===== src/core/msl_pkg.sv =====
// package: constants, types and crc for the manchester serial command link
// ****************************************************************************
// Operation
// - exit-code frames act as broadcast, whatever the target field holds
// - exit frame: sync 00, rw 0, any target, address 111111, data not 0x62d2, crc
// - a valid exit frame ends serial mode; reads unanswered until the next access frame
// - read command latches its address for the following read response
// - read commands ignored, no response, until access code entered serial mode
// - read frame: sync 00, rw 1, 4-bit target, 6-bit address, 3-bit crc
// - response sent by pulling open-drain pin low or releasing it
// - even address returns even byte in 15:8, odd byte in 7:0
// - odd address returns odd byte in 7:0, bits 15:8 forced zero
// - response: sync 00, die id, bc/ae/or/cs flags, 16 data bits, crc
// - die id field encodes die zero to three as 00 to 11
// - broadcast flag is 1 when read target field was 0000
// - aborted frame sets abort flag, reported in next response, then cleared
// - command completed during response sets overrun flag, reported then cleared
// - bad crc sets crc-error flag, reported in next response, then cleared
// - response starts within a quarter bit of the command's last crc bit end
// - manchester: one is falling edge mid-cell, zero is rising edge mid-cell
// - crc x^3+x+1, seed 111, bits after sync msb first, sent c2 first
// - serial mode entered only by access frame, address 111111, data 0x62d2
// - target bit selects die of that id; target 0000 addresses all dies
// ****************************************************************************
package msl_pkg;

  localparam int               CNT_W         = 16;
  localparam logic [CNT_W-1:0] CNT_MAX       = 16'hffff;
  localparam logic [5:0]       RW_IDX        = 6'h02;
  localparam logic [5:0]       LEN_READ      = 6'h10;
  localparam logic [5:0]       LEN_WRITE     = 6'h20;
  localparam logic [4:0]       RESP_LAST     = 5'h1a;
  localparam logic [4:0]       CRC_BITS_RD   = 5'h0b;
  localparam logic [4:0]       CRC_BITS_WR   = 5'h1b;
  localparam logic [4:0]       CRC_BITS_RESP = 5'h16;
  localparam logic [2:0]       CRC_INIT      = 3'h7;
  localparam logic [1:0]       SYNC_CODE     = 2'h0;
  localparam logic [3:0]       TGT_BCAST     = 4'h0;
  localparam logic [5:0]       ACCESS_ADDR   = 6'h3f;
  localparam logic [15:0]      ACCESS_CODE   = 16'h62d2;
  localparam logic [5:0]       REG_READBACK_LOW_WORD = 6'h10;
  localparam logic [5:0]       REG_ANGLE_RESULT      = 6'h20;
  localparam logic [2:0]       SYNC_RST      = 3'h4;
  localparam logic [5:0]       ADDR_RST      = 6'h00;

  // one decoded manchester event from the receiver
  typedef struct packed {
    logic start;
    logic vld;
    logic val;
    logic tmo;
  } msl_rxbit_t;

  // status field of a read response
  typedef struct packed {
    logic [1:0] id;
    logic       bc;
    logic       ae;
    logic       ovr;
    logic       crc;
  } msl_status_t;

  function automatic logic [2:0] crc3(input logic [29:0] v, input logic [4:0] nb);
    logic [2:0] c;
    logic       d;
    c = CRC_INIT;
    for (int i = 29; i >= 0; i--) begin
      if (i < int'(nb)) begin
        d = v[i];
        c = {c[1], (c[2] ^ d) ^ c[0], c[2] ^ d};
      end
    end
    return c;
  endfunction

endpackage


===== src/core/msl_link.sv =====
// manchester serial command link: frame decode, error flags, read response
`timescale 1ns/100ps
`default_nettype none
module msl_link (
  input  wire logic         ref_clk,
  input  wire logic         reset_n,
  input  wire logic         clk_en,
  input  wire logic         vcc_rx,
  input  wire logic [1:0]   die_id,
  input  wire logic [15:0]  rd_word,
  output logic [5:0]        rd_addr,
  output logic              pin_out,
  output logic              pin_oe,
  output logic              comm_mode
);
  import msl_pkg::*;

  typedef enum {FR_IDLE, FR_RECV} msl_fr_st_t;
  typedef enum {TX_IDLE, TX_WAIT, TX_SEND} msl_tx_st_t;

  logic [2:0]       s1_q, s2_q;
  logic [1:0]       die;
  msl_rxbit_t       rx;
  logic [CNT_W-1:0] half;

  msl_fr_st_t       fr_st_q, fr_st_d;
  logic [5:0]       n_q, n_d, addr_q, addr_d;
  logic [31:0]      fr_q, fr_d, fr_new;
  logic             rw_q, rw_d, mode_q, mode_d, bc_q, bc_d;
  logic             ae_q, ae_d, ovr_q, ovr_d, crc_q, crc_d;
  logic             done, chk, ok, sel, crc_ok, go;
  logic             ae_s, ovr_s, crc_s, acc_hit, exit_hit;
  logic [1:0]       sync;
  logic [3:0]       tgt;
  logic [5:0]       a;
  logic [15:0]      data;

  msl_tx_st_t       tx_st_q, tx_st_d;
  logic [CNT_W-1:0] cnt_q, cnt_d, hb_q, hb_d, lim;
  logic             ph_q, ph_d, oe_q, oe_d, po_q, busy, load;
  logic [4:0]       nb_q, nb_d;
  logic [26:0]      sh_q, sh_d, resp;
  msl_status_t      st;
  logic [15:0]      dw;
  logic [21:0]      pl;

  // ****************************************************************
  // pin synchronisers
  // ****************************************************************
  always_ff @(posedge ref_clk or negedge reset_n) begin
    if (!reset_n) begin
      s1_q <= SYNC_RST;
      s2_q <= SYNC_RST;
    end else if (clk_en) begin
      s1_q <= {vcc_rx, die_id};
      s2_q <= s1_q;
    end
  end

  assign die = s2_q[1:0];

  msl_mrx u_rx (
    .ref_clk (ref_clk),
    .reset_n (reset_n),
    .clk_en  (clk_en),
    .line    (s2_q[2]),
    .rx      (rx),
    .half    (half)
  );

  // ****************************************************************
  // frame assembly and command decode
  // ****************************************************************
  always_comb begin
    fr_new  = {fr_q[30:0], rx.val};
    fr_st_d = fr_st_q;
    n_d     = n_q;
    fr_d    = fr_q;
    rw_d    = rw_q;
    done    = 1'b0;
    case (fr_st_q)
      FR_IDLE: begin
        if (rx.start) begin
          fr_st_d = FR_RECV;
          n_d     = '0;
        end
      end
      FR_RECV: begin
        if (rx.tmo) begin
          fr_st_d = FR_IDLE;
        end else if (rx.vld) begin
          fr_d = fr_new;
          n_d  = n_q + 6'h01;
          if (n_q == RW_IDX) begin
            rw_d = rx.val;
          end
          if (n_q > RW_IDX && n_d == (rw_q ? LEN_READ : LEN_WRITE)) begin
            fr_st_d = FR_IDLE;
            done    = 1'b1;
          end
        end
      end
      default: fr_st_d = FR_IDLE;
    endcase
    if (rw_q) begin
      sync   = fr_new[15:14];
      tgt    = fr_new[12:9];
      a      = fr_new[8:3];
      data   = '0;
      crc_ok = crc3({19'h0, fr_new[13:3]}, CRC_BITS_RD) == fr_new[2:0];
    end else begin
      sync   = fr_new[31:30];
      tgt    = fr_new[28:25];
      a      = fr_new[24:19];
      data   = fr_new[18:3];
      crc_ok = crc3({3'h0, fr_new[29:3]}, CRC_BITS_WR) == fr_new[2:0];
    end
    sel      = (tgt == TGT_BCAST) || tgt[die];
    ovr_s    = done && mode_q && busy;
    chk      = done && !(mode_q && busy);
    ae_s     = mode_q && ((fr_st_q == FR_RECV && rx.tmo) || (chk && sync != SYNC_CODE));
    crc_s    = mode_q && chk && sync == SYNC_CODE && !crc_ok;
    ok       = chk && sync == SYNC_CODE && crc_ok;
    acc_hit  = ok && !rw_q && a == ACCESS_ADDR && data == ACCESS_CODE;
    exit_hit = ok && !rw_q && a == ACCESS_ADDR && data != ACCESS_CODE;
    // respond only when selected in mode
    go       = ok && rw_q && mode_q && sel;
    mode_d   = mode_q;
    if (acc_hit) begin
      mode_d = 1'b1;
    end else if (exit_hit) begin
      mode_d = 1'b0;
    end
    addr_d = addr_q;
    bc_d   = bc_q;
    if (go) begin
      addr_d = a;
      bc_d   = (tgt == TGT_BCAST);
    end
    // set wins over the clear made by a response load
    ae_d  = (ae_q & ~load) | ae_s;
    ovr_d = (ovr_q & ~load) | ovr_s;
    crc_d = (crc_q & ~load) | crc_s;
  end

  always_ff @(posedge ref_clk or negedge reset_n) begin
    if (!reset_n) begin
      fr_st_q <= FR_IDLE;
      n_q     <= '0;
      fr_q    <= '0;
      rw_q    <= 1'b0;
      mode_q  <= 1'b0;
      addr_q  <= ADDR_RST;
      bc_q    <= 1'b0;
      ae_q    <= 1'b0;
      ovr_q   <= 1'b0;
      crc_q   <= 1'b0;
    end else if (clk_en) begin
      fr_st_q <= fr_st_d;
      n_q     <= n_d;
      fr_q    <= fr_d;
      rw_q    <= rw_d;
      mode_q  <= mode_d;
      addr_q  <= addr_d;
      bc_q    <= bc_d;
      ae_q    <= ae_d;
      ovr_q   <= ovr_d;
      crc_q   <= crc_d;
    end
  end

  // ****************************************************************
  // read response transmitter
  // ****************************************************************
  always_comb begin
    busy   = tx_st_q != TX_IDLE;
    st.id  = die;
    st.bc  = bc_q;
    st.ae  = ae_q;
    st.ovr = ovr_q;
    st.crc = crc_q;
    dw     = addr_q[0] ? {8'h00, rd_word[7:0]} : rd_word;
    pl     = {st, dw};
    resp   = {SYNC_CODE, pl, crc3({8'h00, pl}, CRC_BITS_RESP)};
    lim    = (tx_st_q == TX_SEND) ? hb_q - 16'h0001 : half - 16'h0001;
    tx_st_d = tx_st_q;
    cnt_d   = cnt_q + 16'h0001;
    hb_d    = hb_q;
    ph_d    = ph_q;
    nb_d    = nb_q;
    sh_d    = sh_q;
    load    = 1'b0;
    case (tx_st_q)
      TX_IDLE: begin
        cnt_d = '0;
        if (go) begin
          tx_st_d = TX_WAIT;
        end
      end
      TX_WAIT: begin
        // start one half cell after last mid edge
        if (cnt_q >= lim) begin
          load    = 1'b1;
          tx_st_d = TX_SEND;
          cnt_d   = '0;
          hb_d    = half;
          ph_d    = 1'b0;
          nb_d    = '0;
          sh_d    = resp;
        end
      end
      TX_SEND: begin
        if (cnt_q >= lim) begin
          cnt_d = '0;
          ph_d  = ~ph_q;
          if (ph_q) begin
            sh_d = {sh_q[25:0], 1'b0};
            nb_d = nb_q + 5'h01;
            if (nb_q == RESP_LAST) begin
              tx_st_d = TX_IDLE;
            end
          end
        end
      end
      default: tx_st_d = TX_IDLE;
    endcase
    oe_d = (tx_st_d == TX_SEND) && (ph_d ? sh_d[26] : ~sh_d[26]);
  end

  always_ff @(posedge ref_clk or negedge reset_n) begin
    if (!reset_n) begin
      tx_st_q <= TX_IDLE;
      cnt_q   <= '0;
      hb_q    <= 16'h0001;
      ph_q    <= 1'b0;
      nb_q    <= '0;
      sh_q    <= '0;
      oe_q    <= 1'b0;
      po_q    <= 1'b0;
    end else if (clk_en) begin
      tx_st_q <= tx_st_d;
      cnt_q   <= cnt_d;
      hb_q    <= hb_d;
      ph_q    <= ph_d;
      nb_q    <= nb_d;
      sh_q    <= sh_d;
      oe_q    <= oe_d;
      // open drain: the pin is only ever pulled low
      po_q    <= 1'b0;
    end
  end

  assign rd_addr   = addr_q;
  assign pin_out   = po_q;
  assign pin_oe    = oe_q;
  assign comm_mode = mode_q;
endmodule // msl_link
`default_nettype wire


===== src/core/msl_mrx.sv =====
// manchester bit receiver with bit timing recovered from the first sync bit
`timescale 1ns/100ps
`default_nettype none
module msl_mrx (
  input  wire logic                      ref_clk,
  input  wire logic                      reset_n,
  input  wire logic                      clk_en,
  input  wire logic                      line,
  output msl_pkg::msl_rxbit_t            rx,
  output logic [msl_pkg::CNT_W-1:0]      half
);
  import msl_pkg::*;

  typedef enum {RX_IDLE, RX_MEAS, RX_RUN} msl_rx_st_t;

  msl_rx_st_t       st_q, st_d;
  logic [CNT_W-1:0] cnt_q, cnt_d, half_q, half_d;
  logic             prev_q;
  msl_rxbit_t       out_q, out_d;
  logic             rise, fall;
  logic [CNT_W:0]   win_lo, win_hi;

  assign rx   = out_q;
  assign half = half_q;

  // ****************************************************************
  // edge tracking
  // ****************************************************************
  always_comb begin
    rise   = line & ~prev_q;
    fall   = ~line & prev_q;
    // edges before 3/4 bit are cell boundaries, not data
    win_lo = {1'b0, half_q} + {2'b00, half_q[CNT_W-1:1]};
    win_hi = {half_q, 1'b0} + {2'b00, half_q[CNT_W-1:1]};
    st_d   = st_q;
    half_d = half_q;
    out_d  = '0;
    cnt_d  = (cnt_q == CNT_MAX) ? cnt_q : cnt_q + 16'h0001;
    case (st_q)
      RX_IDLE: begin
        cnt_d = '0;
        if (fall) begin
          st_d        = RX_MEAS;
          out_d.start = 1'b1;
        end
      end
      RX_MEAS: begin
        if (rise) begin
          half_d    = cnt_q + 16'h0001;
          cnt_d     = '0;
          st_d      = RX_RUN;
          out_d.vld = 1'b1;
        end else if (cnt_q == CNT_MAX) begin
          st_d      = RX_IDLE;
          out_d.tmo = 1'b1;
        end
      end
      RX_RUN: begin
        if ((rise || fall) && {1'b0, cnt_q} >= win_lo) begin
          out_d.vld = 1'b1;
          out_d.val = fall;
          cnt_d     = '0;
        end else if ({1'b0, cnt_q} >= win_hi) begin
          st_d      = RX_IDLE;
          out_d.tmo = 1'b1;
        end
      end
      default: st_d = RX_IDLE;
    endcase
  end

  always_ff @(posedge ref_clk or negedge reset_n) begin
    if (!reset_n) begin
      st_q   <= RX_IDLE;
      cnt_q  <= '0;
      half_q <= 16'h0001;
      prev_q <= 1'b1;
      out_q  <= '0;
    end else if (clk_en) begin
      st_q   <= st_d;
      cnt_q  <= cnt_d;
      half_q <= half_d;
      prev_q <= line;
      out_q  <= out_d;
    end
  end

endmodule // msl_mrx
`default_nettype wire


===== config.mk =====
export PLATFORM = sky130hd
export DESIGN_NAME = msl_link
export DESIGN_NICKNAME = d
export VERILOG_FILES = /design/src/core/msl_pkg.sv /design/src/core/msl_link.sv /design/src/core/msl_mrx.sv
export SDC_FILE = /design/constraint.sdc
export NUM_CORES = 1
export LEC_CHECK = 0
export BUFFER_PORTS_ARGS = -buffer_cell sky130_fd_sc_hd__buf_2
export CORE_ASPECT_RATIO = 0.7
export CORE_MARGIN = 5
export CORE_UTILIZATION = 50
export DETAILED_ROUTE_END_ITERATION = 8
export GPL_TIMING_DRIVEN = 0
export PLACE_DENSITY = 0.66
export SYNTH_ARGS = -nofsm -noshare
export SYNTH_HDL_FRONTEND = slang
export SYNTH_SLANG_ARGS = --single-unit

===== constraint.sdc =====
create_clock -name ref_clk -period 9.2 [get_ports ref_clk]
set_clock_uncertainty 0.1 [all_clocks]
set_input_delay 1.84 -clock ref_clk [delete_from_list [all_inputs] [get_ports ref_clk]]
set_output_delay 1.84 -clock ref_clk [all_outputs]
set_load 0.02 [all_outputs]

==> results by group <==
Run status
  • Status: finished, final reports clean

Pwr
  • Power Density: 172 nW/um2
  • Leakage power: 6.56 nW
  • Maximum VDD drop: 172 uV
  • Total power: 2.31 mW

Detailed routing
  • Initial DRC count: 814
  • WL/cell: 17.6 um
  • Vias: 9971
  • Detailed-route vias per instance: 5.77
  • DRT antenna net count: 0
  • DRC violations left: 0
  • Pre-antenna DRT Iters: 5
  • Final WL: 30400 um

Critical path
  • Worst Setup SP: tx_st_q[2]
  • CP Capture Type: flop
  • Critical R2R Launch: tx_st_q[2]
  • FF-to-FF path depth: 23
  • Critical Path End: sh_q[22]
  • Crit path buf inv count: 7
  • CP top delay family: buffers and inverters
  • Crit path cell chain: nor4_1 -> nand4_1 -> nor4_4 -> clkbuf_1 -> clkbuf_1 -> buf_2 -> mux2i_1 -> ha_1 -> inv_1 -> nor3_1 -> nand2_1 -> xnor2_1 -> mux2i_1 -> ha_1 -> a211oi_1 -> a21oi_1 -> a211oi_1 -> or4_1 -> clkbuf_1 -> buf_2 -> clkbuf_1 -> a22oi_1 -> nand2_1
  • RR Endpoint: sh_q[22]
  • Slowest cell on the critical path: nor4_4
  • Worst Setup Start Kind: flop
  • CP required: 9.48 ns
  • Worst EP arrival: 7.51 ns
  • Setup CP Type: flop to flop
  • Crit-path max cell delay: 0.54 ns
  • R2R Setup Slk: 1.97 ns
  • Top cell by count, worst path: clkbuf_1
  • Crit. path cell count: 23
  • Crit-path max FO: 10

Synthesis
  • Post-synth EDFFs: 0
  • Sequential element share of the synthesized area: 39.3%
  • Mapped cell area: 12300 um2
  • Synth unique cells: 73
  • Syn. warnings: 0
  • Synth Flop Type: dfrtp_1
  • Syn_nets: 1458
  • Seq cells post-synth: 193
  • Syn avg cell area: 9.17 um2
  • Cells after Synth: 1341
  • Ys async rst share: 100%

Die
  • Die Wd: 197 um
  • Die Area: 27900 um2
  • Initial core utilization: 50.3%
  • Core footprint: 24400 um2
  • Die H: 141 um
  • I/O pins: 31
  • FP Rows: 48

Clock network
  • CTS H-tree depth: 4
  • CTS max path bufs: 2
  • # hold bufs at CTS: 0
  • Clk Latency, worst-skew pair: 0.44 ns
  • # clock sinks: 193
  • Post_cts resized: 0
  • CTS tree: yes
  • Root buf cell: clkbuf_16
  • Clk slew on worst S/H paths: 0.07 ns
  • CTS Buf Count: 17
  • Post-CTS setup repair buffer count: 0

Global route
  • Initial antenna violation count: 0
  • Number of global-route vias before repair: 9390
  • First-pass GRT wire length: 50100 um
  • Total GRT Usage: 22.2%
  • Pin count of the biggest net entering global routing: 104
  • Global route overflow: 0

Cells and area
  • Filler Cells Inserted: 2166
  • Diodes inserted: 0
  • Multi-input logic area: 7110 um2
  • Final net count: 1507
  • Synth-to-layout area growth: 9.47%
  • Ratio of cells with drive above 1 in the final layout: 8.27%
  • Total area of sequential cells: 4840 um2

STA
  • Final Hold Vio Count: 0
  • Worst-margin pin slew: 0.944 ns
  • Setup violators final: 0
  • Min cycle time layout: 7.23 ns
  • RSZ-0062 raised after global routing: false
  • Final period util: 78.6%
  • Slew Viols, Final: 0
  • Fmax: 0.138 GHz
  • Slew margin rel.: 36.5%
  • Post-Route Setup TNS: 0 ns

Worst hold path
  • HP Class: flop to flop

Run
  • Maxcap violations: 0

Place
  • GP Congestion: 0.877
  • Port buffer count: 29
  • Final HPWL DP: 22400 um
flip-flops by register name, indices dropped and copies added (netlist names), 2 cells and up:
name and flops:
n_q 6, fr_q 31, u_rx.rx 4, hb_q 16, nb_q 5, s1_q 3, rd_addr 6, tx_st_q 32
u_rx.cnt_q 16, u_rx.st_q 2, u_rx.half 16, cnt_q 16, sh_q 27, s2_q 3
per-layer routing:
metal | GRT usage, % | vias to the layer above | routed length [um]
met5 | 0 | - | 0
met4 | 4.12 | 0 | 219
met3 | 3.68 | 17 | 1590
met2 | 31.0 | 231 | 12200
met1 | 36.3 | 4883 | 16300
li1 | - | 4840 | -
synth_stat cells (all sizes together), types with 5 or more instances:
library cell,number,area [um2]
a31oi,9,56.3
a211oi,8,60.1
o211ai,6,45.0
o21bai,9,67.6
a22oi,18,135
xor2,45,394
dfrtp,188,4700
and3,16,100
a21o,19,143
o21ai,71,355
a311oi,11,96.3
o31ai,8,60.1
and2,5,31.3
nand2b,6,37.5
o21a,5,37.5
nand2,229,860
xnor2,78,683
a22o,10,87.6
nand3,36,180
dfstp,5,131
or3,9,66.3
a21oi,53,265
clkbuf,45,169
buf,7,41.3
nor2b,38,238
nor3,24,120
mux2,25,282
inv,38,143
nor4,15,155
nor2,101,382
mux2i,23,230
ha,93,1160
nand4,22,144
power breakdown:
part           internal [mW]  total [mW]  switching, mW
registers              0.890       0.969         0.0794
logic                  0.246       0.611          0.366
clock network          0.395       0.734          0.339
total                   1.53        2.31          0.783
layout by cell type (no fill, tap or decap), types with 17 or more instances in the layout:
master,count
a21o_1,19
a21oi_1,53
a22oi_1,18
buf_2,31
clkbuf_1,45
clkbuf_16,17
dfrtp_1,188
ha_1,93
inv_1,38
mux2_2,24
mux2i_1,23
nand2_1,229
nand3_1,36
nand4_1,21
nor2_1,100
nor2b_1,38
nor3_1,24
o21ai_0,69
xnor2_1,78
xor2_1,45
worst register-to-register path: stages, from the launching register on:
cell and delay (ns):
dfrtp_1 0.37, nor4_1 0.39, nand4_1 0.42, nor4_4 0.55, clkbuf_1 0.43, clkbuf_1 0.41
buf_2 0.37, mux2i_1 0.32, ha_1 0.22, inv_1 0.07, nor3_1 0.50, nand2_1 0.13
xnor2_1 0.16, mux2i_1 0.19, ha_1 0.29, a211oi_1 0.23, a21oi_1 0.10, a211oi_1 0.45
or4_1 0.19, clkbuf_1 0.30, buf_2 0.32, clkbuf_1 0.42, a22oi_1 0.13, nand2_1 0.10
cell families after synthesis:
group	Yosys count	synth area share [%]
AND/OR/NAND/NOR	524	20.3
flip-flops	193	39.3
AO/OA/AOI/OAI	264	14.2
XOR/XNOR	126	9.31
other	1	0.0305
multiplexers	48	4.16
buffers and inverters	90	2.87
adder cells (fa/ha/maj)	95	9.79
stage by stage:
stage	instances	hold WS, ns	utilization, %	setup WS (ns)	instance area (um2)
detailed placement	1696	0.353	52.7	2.01	12900
floorplan	1341	0.339	-	3.64	12300
global placement	1695	0.352	52.6	2.08	12800
global route	1728	0.397	55.1	1.32	13500
CTS	1728	0.373	55.1	1.98	13500
finish	1728	0.369	55.1	1.97	13500
how the worst min path moves through the flow:
stage / slack, ns / start / endpoint / cells after the start
2_1_floorplan: 0.34 / sh_q[4] / sh_q[5] / 2
3_3_place_gp: 0.35 / sh_q[9] / sh_q[10] / 2
3_5_place_dp: 0.35 / sh_q[5] / sh_q[6] / 2
4_1_cts: 0.37 / sh_q[9] / sh_q[10] / 2
5_1_grt: 0.40 / sh_q[21] / sh_q[22] / 2
6_report: 0.37 / sh_q[9] / sh_q[10] / 2
area by class of cell:
class | instances | share of cell area [%]
Buffer | 52 | 1.56
Clock buffer | 20 | 3.47
Clock inverter | 12 | 0.809
Inverter | 38 | 1.06
Multi-Input combinational cell | 1058 | 52.8
Sequential cell | 193 | 35.9
Tap cell | 325 | 3.02
Timing Repair Buffer | 30 | 1.36
Power figures use the tool's default switching activity.
